**config.mk**
```make
export PLATFORM = sky130hd
export DESIGN_NAME = xcd_top
export DESIGN_NICKNAME = d
export VERILOG_FILES = /design/src/xcd_pkg.sv /design/src/xcd_ontime.sv /design/src/xcd_top.sv
export SDC_FILE = /design/constraint.sdc
export NUM_CORES = 1
export LEC_CHECK = 0
export ABC_CLOCK_PERIOD_IN_PS = 3300
export BUFFER_PORTS_ARGS = -buffer_cell sky130_fd_sc_hd__buf_2
export CAP_MARGIN = 5
export CORE_ASPECT_RATIO = 1.75
export CORE_MARGIN = 8
export CORE_UTILIZATION = 55
export CTS_BUF_LIST = sky130_fd_sc_hd__clkbuf_8
export CTS_CLUSTER_DIAMETER = 30
export DETAILED_ROUTE_END_ITERATION = 6
export GPL_TIMING_DRIVEN = 0
export PLACE_DENSITY_LB_ADDON = 0.12
export SYNTH_ARGS = -nofsm -noshare
export SYNTH_HDL_FRONTEND = slang
export SYNTH_SLANG_ARGS = --single-unit
```
**constraint.sdc**
```tcl
create_clock -name clk_i -period 3.3 [get_ports clk_i]
set_clock_uncertainty 0.15 [all_clocks]
set_input_delay 0.66 -clock clk_i [delete_from_list [all_inputs] [get_ports clk_i]]
set_output_delay 0.66 -clock clk_i [all_outputs]
set_load 0.01 [all_outputs]
```
**src/xcd_pkg.sv**
```systemverilog
// Purpose: Shared constants and carriers for the discharge monitor and sense timing block
// Assumes: 10 MHz controller clock
// Notes:   Times are held in their own unit; cycle counts derive from them
package xcd_pkg;

	// ==========================================
	// Clock and timing
	localparam int unsigned CLK_HZ           = 10_000_000;
	localparam int unsigned PULSE_NS         = 1000;     // Source pulse width
	localparam int unsigned SAMPLE_US        = 1000;     // Monitor sample interval
	localparam int unsigned GAP_MS           = 100;      // Burst gap wait
	localparam int unsigned RESET_MS         = 250;      // Short reset period
	localparam int unsigned OUT_SMP_NS       = 2500;     // Output sample delay
	localparam int unsigned PULSE_CYC        = (PULSE_NS * (CLK_HZ / 1_000_000) + 999) / 1000;
	localparam int unsigned SAMPLE_CYC       = SAMPLE_US * (CLK_HZ / 1_000_000);
	localparam int unsigned GAP_CYC          = GAP_MS * (CLK_HZ / 1000);
	localparam int unsigned RESET_CYC        = RESET_MS * (CLK_HZ / 1000);
	localparam int unsigned OUT_SMP_CYC      = (OUT_SMP_NS * (CLK_HZ / 1_000_000) + 999) / 1000;
	localparam int unsigned BURST_LEN        = 21;
	localparam int unsigned LL_PCT           = 12;       // Light-load threshold, percent

	// ==========================================
	// Widths
	localparam int unsigned CW               = 24;
	localparam int unsigned OW               = 16;
	localparam int unsigned AW               = 12;

	// ==========================================
	// Monitor states
	typedef enum logic [2:0] {
		XCD_IDLE   = 3'b000,
		XCD_PULSE  = 3'b001,
		XCD_SPACE  = 3'b010,
		XCD_GAP    = 3'b011,
		XCD_LOWPWR = 3'b100,
		XCD_DRAIN  = 3'b101,
		XCD_CHARGE = 3'b110
	} xcd_state_t;

	// Sense strobes toward the analogue side
	typedef struct packed {
		logic line_smp;
		logic cur_smp;
		logic out_smp;
	} xcd_strobe_t;

endpackage

```
**src/xcd_ontime.sv**
```systemverilog
// Purpose: Measures each on-time and raises the mid-point strobe next cycle
// Assumes: Turn-off is taken from the current-sense comparator or the gate output falling edge, whichever comes first
// Notes:   Previous on-time predicts the present mid-point
`timescale 1ns/100ps
module xcd_ontime #(
	parameter int unsigned OW = 16
) (
	// Clock and reset
	input  wire logic          clk_i,
	input  wire logic          rst_n_i,
	// Switching cycle
	input  wire logic          on_i,
	// Mid-point strobe
	output logic               mid_o
);
	typedef struct packed {
		logic [OW-1:0] cnt;
		logic [OW-1:0] half;
		logic          on;
		logic          mid;
	} xcd_ot_t;

	xcd_ot_t s_q, s_d;

	always_comb begin
		s_d     = s_q;
		s_d.on  = on_i;
		s_d.mid = 1'b0;
		if (on_i) begin
			s_d.cnt = s_q.cnt + 1'b1;
			if (s_q.cnt == s_q.half)
				s_d.mid = 1'b1;
		end else if (s_q.on) begin
			s_d.half = {1'b0, s_q.cnt[OW-1:1]};
			s_d.cnt  = '0;
		end
	end

	always_ff @(posedge clk_i or negedge rst_n_i) begin
		if (!rst_n_i)
			s_q <= '0;
		else
			s_q <= s_d;
	end

	assign mid_o = s_q.mid;
endmodule

```
**src/xcd_top.sv**
```systemverilog
// Purpose: Disconnect monitor bursts, reset-and-discharge sequence, sense sample timing
// Assumes: All inputs synchronous to clk_i; comparators live in the analogue stage
// Notes:   Ripple judged as swing of sampled source current within one burst
`timescale 1ns/100ps

// Functional notes
// - Sampled source current without enough swing across a burst flags a DC condition.
// - On a DC condition wait in low power, drain bias to its reset level, then restart the source.
// - Any steady DC level is treated as a disconnect so the restart cycle repeats.
// - The source is pulsed for a fixed width at a fixed sample interval while monitoring.
// - Pulses come in bursts of 21 separated by a burst gap wait.
// - Monitoring runs in latched fault mode and below the light-load threshold.
// - Monitoring is disabled above the light-load threshold unless in latched fault mode.
// - The line sample is adjusted to fall halfway through each on-time.
// - Switch current is sampled at the same mid-point and passed to limit logic.
// - The output sample comes a fixed delay after the detected turn-off.
// - Turn-off is taken from the current comparator, or from the gate output falling edge if that comes first.
// - Line samples happen only in on-time and output samples only in off-time.
// - The regulation reference is offset in proportion to peak current demand.
module xcd_top
	import xcd_pkg::*;
#(
	parameter int unsigned GAP_CYCLES   = GAP_CYC,
	parameter int unsigned RESET_CYCLES = RESET_CYC,
	parameter int unsigned SAMPLE_CYCLES = SAMPLE_CYC,
	parameter logic [AW-1:0] RIPPLE_MIN = 12'h040,
	parameter logic [AW-1:0] REF_BASE   = 12'h800,
	parameter logic [3:0]   REF_SHIFT   = 4'h3
) (
	// Clock and reset
	input  wire logic              clk_i,
	input  wire logic              rst_n_i,
	// Operating conditions
	input  wire logic              latched_fault_i,
	input  wire logic [6:0]        load_pct_i,
	input  wire logic              bias_at_reset_i,
	// Source current sense
	input  wire logic [AW-1:0]     hv_current_i,
	// Switching cycle
	input  wire logic              gate_output_i,
	input  wire logic              cs_trip_i,
	input  wire logic [AW-1:0]     peak_demand_i,
	input  wire logic [AW-1:0]     isw_adc_i,
	// Analogue controls
	output logic                   hv_source_on_o,
	output logic                   low_power_o,
	output logic                   bias_drain_o,
	output logic                   dc_flag_o,
	output xcd_pkg::xcd_strobe_t   strobe_o,
	output logic [AW-1:0]          mean_on_switch_current_o,
	output logic [AW-1:0]          reg_ref_o
);
	import xcd_pkg::*;

	// ==========================================
	// State
	typedef struct packed {
		xcd_state_t  st;
		logic [CW-1:0] tmr;
		logic [CW-1:0] pw;
		logic [4:0]  nsmp;
		logic [AW-1:0] imin;
		logic [AW-1:0] imax;
		logic        dc;
		logic        src;
		logic        lp;
		logic        drn;
		logic        on;
		logic [OW-1:0] offc;
		logic        offrun;
		xcd_strobe_t stb;
		logic [AW-1:0] isw;
		logic [AW-1:0] ref_v;
	} xcd_s_t;

	xcd_s_t s_q, s_d;
	logic   mid;
	logic   mon_en;

	function automatic logic [CW-1:0] cyc(input int unsigned n);
		return CW'(n - 1);
	endfunction

	assign mon_en = latched_fault_i || (load_pct_i < 7'(LL_PCT));

	xcd_ontime #(.OW(OW)) u_ontime (
		.clk_i   (clk_i),
		.rst_n_i (rst_n_i),
		.on_i    (s_q.on),
		.mid_o   (mid)
	);

	// ==========================================
	// Next state
	always_comb begin
		s_d     = s_q;
		s_d.stb = '0;
		s_d.tmr = (s_q.tmr != '0) ? s_q.tmr - 1'b1 : '0;
		// Length of the source pulse in progress, read by the width check
		s_d.pw  = s_q.src ? s_q.pw + 1'b1 : '0;
		case (s_q.st)
			XCD_IDLE: begin
				s_d.src = 1'b0;
				if (mon_en) begin
					s_d.st   = XCD_PULSE;
					s_d.tmr  = cyc(PULSE_CYC);
					s_d.src  = 1'b1;
					s_d.nsmp = '0;
					s_d.imin = '1;
					s_d.imax = '0;
				end
			end
			XCD_PULSE: begin
				if (s_q.tmr == '0) begin
					s_d.src  = 1'b0;
					s_d.nsmp = s_q.nsmp + 1'b1;
					if (hv_current_i < s_q.imin)
						s_d.imin = hv_current_i;
					if (hv_current_i > s_q.imax)
						s_d.imax = hv_current_i;
					s_d.st  = XCD_SPACE;
					s_d.tmr = cyc(SAMPLE_CYCLES - PULSE_CYC);
				end
			end
			XCD_SPACE: begin
				if (!mon_en) begin
					s_d.st = XCD_IDLE;
				end else if (s_q.nsmp == 5'(BURST_LEN)) begin
					if (s_q.imax - s_q.imin < RIPPLE_MIN) begin
						s_d.dc  = 1'b1;
						s_d.st  = XCD_LOWPWR;
						s_d.lp  = 1'b1;
						s_d.tmr = cyc(RESET_CYCLES);
					end else begin
						s_d.st   = XCD_GAP;
						s_d.nsmp = '0;
						s_d.tmr  = cyc(GAP_CYCLES);
					end
				end else if (s_q.tmr == '0) begin
					s_d.st  = XCD_PULSE;
					s_d.src = 1'b1;
					s_d.tmr = cyc(PULSE_CYC);
				end
			end
			XCD_GAP: begin
				if (!mon_en)
					s_d.st = XCD_IDLE;
				else if (s_q.tmr == '0) begin
					s_d.st   = XCD_PULSE;
					s_d.src  = 1'b1;
					s_d.tmr  = cyc(PULSE_CYC);
					s_d.imin = '1;
					s_d.imax = '0;
				end
			end
			XCD_LOWPWR: begin
				if (s_q.tmr == '0) begin
					s_d.lp  = 1'b0;
					s_d.drn = 1'b1;
					s_d.st  = XCD_DRAIN;
				end
			end
			XCD_DRAIN: begin
				if (bias_at_reset_i) begin
					s_d.drn = 1'b0;
					s_d.src = 1'b1;
					s_d.st  = XCD_CHARGE;
				end
			end
			XCD_CHARGE: begin
				// Restart logic elsewhere decides when bias is up
				if (!bias_at_reset_i) begin
					s_d.dc  = 1'b0;
					s_d.src = 1'b0;
					s_d.st  = XCD_IDLE;
				end
			end
			default: s_d.st = XCD_IDLE;
		endcase

		// Sense timing; on-time ends at comparator trip or gate fall, whichever comes first
		if (!s_q.on && gate_output_i && !cs_trip_i)
			s_d.on = 1'b1;
		else if (s_q.on && (cs_trip_i || !gate_output_i))
			s_d.on = 1'b0;
		if (mid && s_q.on) begin
			s_d.stb.line_smp = 1'b1;
			s_d.stb.cur_smp  = 1'b1;
			s_d.isw          = isw_adc_i;
		end
		if (s_q.on && !s_d.on) begin
			s_d.offrun = 1'b1;
			s_d.offc   = '0;
		end else if (s_q.offrun) begin
			s_d.offc = s_q.offc + 1'b1;
			if (s_d.on)
				s_d.offrun = 1'b0;
			else if (s_q.offc == OW'(OUT_SMP_CYC - 1)) begin
				s_d.stb.out_smp = 1'b1;
				s_d.offrun      = 1'b0;
			end
		end
		s_d.ref_v = REF_BASE + (peak_demand_i >> REF_SHIFT);
	end

	always_ff @(posedge clk_i or negedge rst_n_i) begin
		if (!rst_n_i) begin
			s_q      <= '0;
			s_q.st   <= XCD_IDLE;
			s_q.imin <= '1;
		end else begin
			s_q <= s_d;
		end
	end

	assign hv_source_on_o           = s_q.src;
	assign low_power_o              = s_q.lp;
	assign bias_drain_o             = s_q.drn;
	assign dc_flag_o                = s_q.dc;
	assign strobe_o                 = s_q.stb;
	assign mean_on_switch_current_o = s_q.isw;
	assign reg_ref_o                = s_q.ref_v;

	// ==========================================
	// Checks
	a_pulse_width: assert property (@(posedge clk_i) disable iff (!rst_n_i)
		$fell(hv_source_on_o) && $past(s_q.st) == XCD_PULSE |-> s_q.pw == CW'(PULSE_CYC))
		else $error("source pulse width wrong");
	a_line_in_on: assert property (@(posedge clk_i) disable iff (!rst_n_i)
		strobe_o.line_smp |-> $past(s_q.on))
		else $error("line sample outside on-time");
	a_out_off: assert property (@(posedge clk_i) disable iff (!rst_n_i)
		strobe_o.out_smp |-> !$past(s_q.on))
		else $error("output sample outside off-time");
	a_cur_pair: assert property (@(posedge clk_i) disable iff (!rst_n_i)
		strobe_o.line_smp == strobe_o.cur_smp)
		else $error("current and line strobes differ");
	a_trip_ends: assert property (@(posedge clk_i) disable iff (!rst_n_i)
		s_q.on && cs_trip_i |=> !s_q.on)
		else $error("on-time not ended by trip");
	a_dc_lowpwr: assert property (@(posedge clk_i) disable iff (!rst_n_i)
		$rose(dc_flag_o) |-> low_power_o && !hv_source_on_o)
		else $error("dc flag without low power");
	a_mon_off: assert property (@(posedge clk_i) disable iff (!rst_n_i)
		!mon_en && s_q.st == XCD_SPACE |=> s_q.st == XCD_IDLE || s_q.st == XCD_LOWPWR)
		else $error("monitor not disabled");
	a_gap_clear: assert property (@(posedge clk_i) disable iff (!rst_n_i)
		s_q.st == XCD_GAP |-> s_q.nsmp == 5'h00)
		else $error("burst count not cleared");
endmodule

```
# After elaboration in Yosys (flattened, before gate mapping)
# Cells that the tools add are included.
classes:
  magnitude_cmp: 4
  n_bitwise: 1
  n_mux: 57
  n_reduce_logical: 31
  eq_ne: 23
  n_addsub: 6
op_table:
  columns: ["cell", "n"]
  rows:
  - ["2-to-1 mux 27 bit", 5]
  - ["2-to-1 mux 24 bit", 5]
  - ["one-hot mux 24 bit (4 select lines)", 1]
  - ["one-hot mux 24 bit (3 select lines)", 1]
  - ["2-to-1 mux 29 bit", 2]
  - ["2-to-1 mux 17 bit", 2]
  - ["adder 16 x 1 -> 16 bit (second input constant)", 2]
  - ["2-to-1 mux 32 bit", 1]
  - ["inequality test 2 bit (second input constant)", 14]
  - ["zero test 24 bit", 1]
  - ["2-to-1 mux 12 bit", 2]
  - ["nonzero test 24 bit", 1]
  - ["subtractor 24 x 1 -> 24 bit (second input constant)", 1]
  - ["one-hot mux 3 bit (7 select lines)", 1]
  - ["2-to-1 mux 1 bit", 19]
  - ["2-to-1 mux 3 bit", 6]
  - ["AND reduction 6 bit", 3]
  - ["== test 16 x 15 -> 1 bit", 1]
  - ["== test 16 x 5 -> 1 bit (second input constant)", 1]
  - ["2-to-1 mux 16 bit", 1]
  - ["2-to-1 mux 5 bit", 3]
  - ["one-hot mux 5 bit (3 select lines)", 1]
  - ["AND reduction 5 bit", 3]
  - ["adder 12 x 9 -> 12 bit (first input constant)", 1]
  - ["other kinds (24)", 44]
word_totals:
  input_bits: 49
  out_inout_bits: 31
  word_cells: 143
  reg_bits: 138

# Longest topological paths before layout
depth:
  ltp_word: 8
  ltp_mapped: 11
  depth_no_buf: 10

# Hierarchy
# From an unflattened synthesis, not the netlist that was laid out.
hier_totals:
  hier_cells: 762
  hier_area_um2: 7606.0
modules_own_cells:
  columns: ["module", "cells_per_inst", "instances", "seq_area_each_um2", "area_each_um2"]
  rows:
  - ["xcd_top", 632, 1, 2567.5, 5995.8]
  - ["xcd_ontime", 130, 1, 825.8, 1610.3]

# Worst setup path before layout
# No wires, ideal clock.
synth_path:
  path_kind: "register to register"
  startpoint: "register s_q[67] (netlist bit)"
  endpoint: "register s_q[73] (netlist bit)"
  n_path_buf: 0
  setup_time_ps: 125
  arrival_ps: 2755
  path_stages_with_launch: 11
  path_slack_ps: 270
  path_cell_list: "dfstp_2 > inv_1 > ha_1 > and3_1 > a22oi_1 > nand2b_1 > nand3_1 > mux2i_1 > or4_1 > nand3b_1 > mux2_2"
synth_between:
  elab_chain_cells: 4
synth_rtl:
  columns: ["item", "line_no", "text"]
  rows:
  - ["start, declared", "xcd_top.sv:76", "xcd_s_t s_q, s_d;"]
  - ["subtractor 12 bit", "xcd_top.sv:129", "if (s_q.imax - s_q.imin < RIPPLE_MIN) begin"]
  - ["< comparator 12 x 7 -> 1 bit", "xcd_top.sv:129", null]
  - ["inequality test 2 bit (no line)", null, null]
  - ["AND reduction 6 bit (no line)", null, null]
# No other way between the ends.
# A chain may end at the register's enable or synchronous reset.

# Worst setup path in the final report
layout_path:
  startpoint: "register s_q[67] (netlist bit)"
  endpoint: "register s_q[65] (netlist bit)"
layout_between:
  elab_chain_cells: 3
layout_rtl:
  columns: ["item", "line_no", "text"]
  rows:
  - ["< comparator 12 bit", "xcd_top.sv:117", "if (hv_current_i < s_q.imin)"]
  - ["inequality test 2 bit (no line)", null, null]
  - ["AND reduction 6 bit (no line)", null, null]
# No other way between the ends.

==> reports/metrics.cfg <==
[outcome]
status=finished, final reports clean

[yosys]
synth-simple-area-share=0.1610
synth_xor_area_frac=0.05881
syn_area_per_cell_um2=10.19
synth.area.mux_share=0.05024
syn_inst=731
synth_top_family_by_area=simple AND/OR/NAND/NOR gates
seq_area_frac_synth=0.4557
synth_area_um2=7446
ys_async_sr_fraction=1.000
synth_flop_cell=dfrtp_1
synth-compound-area-share=0.1413
yosysUniqueCellTypes=68
synth_edf_count=0
yosys.area_share.adder=0.06554
synth_warnings=0
synth-seq-cells=135

[critical_path]
rr_worst_depth=8
cp-startpoint=s_q[67]$_DFFE_PN1P_
critPathKind=register to register
critPathLaunchType=register
arrival_ns=3.43
worst_ep_required_time_ns=3.53
reg2reg_to=s_q[65]$_DFFE_PN1P_
cp_max_fo=12
rr_startpoint=s_q[67]$_DFFE_PN1P_
rrSetupSlack_ns=0.10
crit_path_end_kind=register

[routing]
dr_total_vias=5713
drc=0
postRouteAntennaNets=0
wirelength_mm=17.42
avgViaCountPerCell=5.651
wire_per_inst_um=17.23
first_pass_iters=5
dr.first_iter.drc_count=218

[global_routing]
antenna_found_initial=0
grt_max_degree=72
grt.total_usage=0.2026
grt_pass1_wl_mm=29.01
grt_overflow=0
grt_pass1_vias=6100

[sta]
finalHoldViolCount=0
max_freq_mhz=312.8
period_needed_ns=3.197
tightestPinTransition_ns=0.6628
maxSlewViolCount=0
setup_viol=0
period_share=0.9688
slew_headroom=0.5582
layout_setup_ws_ns=0.1030

[pwr]
ir_drop_v=0.0003938
finalPower_uw=5996
power_density_nw_per_um2=698.7
p_leak_uw=0.004113

[placed_design]
portBuffers=72
post-dp-hpwl_mm=13.18
pre_cts_slack_ns=-0.2486
gp_congestion=0.9269
dp_cells=979

[clock_network]
clk_transition_reported_paths_ns=0.08
cts_root_buffer=clkbuf_8
cts_buffers=17
cts_tree=built
numClockSinks=135
cts_max_path_buffers=2
h-tree-depth=4
clk_latency_ns=0.45

[floorplan]
die_h_um=169.9
start_util=0.5593
rows=56
fp.dieW_um=104.0
io_pins=80
dieArea_um2=17660
core_um2=13310

[hold_path]
hold_path_class=primary input to asynchronous set/reset pin

[final_layout]
fillers=1103
num_antenna_cells=0
final_nets=912
area_growth_pct=15.26
drive_gt1_frac=0.2413
stdcell_count=1011

[job]
cap_violations=0

state kept, by name (all words and copies together), names as in the netlist:
register / count
dc_flag_o: 1
s_q: 74
hv_source_on_o: 1
low_power_o: 1
u_ontime.s_q: 32
strobe_o: 2
reg_ref_o: 10
bias_drain_o: 1
u_ontime.mid_o: 1
mean_on_switch_current_o: 12
cell families (layout without fill, tap and decap cells):
family | after synthesis | after routing
xor gates and xnor gates | 50 | 50
buffers and inverters | 97 | 202
and+or+nand+nor | 224 | 224
other | 2 | 3
adders and majority gates | 39 | 39
AOI/OAI and AO/OA | 150 | 150
DFF | 135 | 135
muxes | 34 | 34
power by group:
| part | internal (uW) | switching [uW] |
|---|---|---|
| Combinational | 962 | 1050 |
| Sequential | 2080 | 318 |
| Clock | 906 | 682 |
| Total | 3950 | 2050 |
worst max-delay path by stage:
stage	end	depth (start not counted)	slack, ns
final	s_q[65]$_DFFE_PN1P_	8	0.10
after global routing	s_q[73]$_DFFE_PN0P_	10	-0.02
after CTS	s_q[123]$_DFF_PN0_	10	0.06
after detailed placement	s_q[65]$_DFFE_PN1P_	9	-0.25
after global placement	u_ontime.s_q[30]$_DFFE_PN0P_	1	-0.37
after floorplan	s_q[73]$_DFFE_PN0P_	10	0.27
per-layer routing:
layer	wire length [um]	vias up	global-route usage
met2	10210	112	0.4047
met3	477	36	0.03559
met5	0	-	0
li1	-	2751	-
met4	413	0	0.08360
met1	6311	2814	0.1977
metrics by stage:
stage	hold slack, ns	setup TNS [ns]	instance area [um2]	utilization
2_1_floorplan	0.2144	0	7450	-
3_3_place_gp	0.3245	-46.78	8028	0.6030
3_5_place_dp	0.3346	-3.502	8061	0.6055
4_1_cts	0.06947	0	8546	0.6419
5_1_grt	0.1033	-0.03164	8582	0.6446
6_report	0.04943	0	8582	0.6446
placed cells by master (no fill, tap or decap), drive strengths merged, types with 8 or more instances in the layout:
cell type / instances
o21ai: 29
nand4: 20
or3: 9
nand2b: 8
inv: 43
ha: 39
nor2: 62
dfrtp: 123
a21oi: 33
a22o: 11
buf: 110
xor2: 24
o31ai: 12
nor3: 13
dfstp: 12
nand3: 20
o22a: 12
and3: 8
clkbuf: 38
nand2: 37
xnor2: 26
o211ai: 10
a21o: 10
nor2b: 11
mux2: 27
area by class of cell:
type	count	area, um2	area share
Sequential cell	135	3393	0.3954
Timing Repair Buffer	74	401.6	0.04680
Tap cell	174	217.7	0.02537
Clock inverter	15	226.5	0.02639
Inverter	39	146.4	0.01706
Buffer	57	345.3	0.04024
Multi-Input combinational cell	500	3617	0.4215
Clock buffer	17	234.0	0.02726
worst max-delay path, stage by stage, from the launching register on:
cell	delay (ns)
dfstp_2	0.54
inv_1	0.06
ha_1	0.29
and3_1	0.20
a221oi_1	0.44
a211oi_1	0.14
a2111o_1	0.47
or3_1	0.56
o22a_1	0.28
cells in the mapped netlist, drive strengths merged (13+ instances only):
cell / count / area, um2
a21oi: 33 / 165.2
dfrtp: 123 / 3078
mux2: 27 / 304.0
nor3: 13 / 65.06
nand4: 20 / 125.1
clkbuf: 22 / 82.58
nand2: 37 / 138.9
nand3: 20 / 100.1
xor2: 24 / 210.2
o21ai: 29 / 145.1
inv: 39 / 146.4
buf: 36 / 265.3
nor2: 62 / 232.7
xnor2: 26 / 227.7
ha: 39 / 488.0
timing repair:
| action | 4_1_cts | 5_1_grt |
|---|---|---|
| hold buffers | 0 | 0 |
| buffers inserted | 0 | 1 |
| resized for setup | 6 | 8 |
| setup endpoints to repair | 15 | 25 |
| pin swaps | 0 | 2 |
No activity file was read; power rests on OpenSTA's default activity.
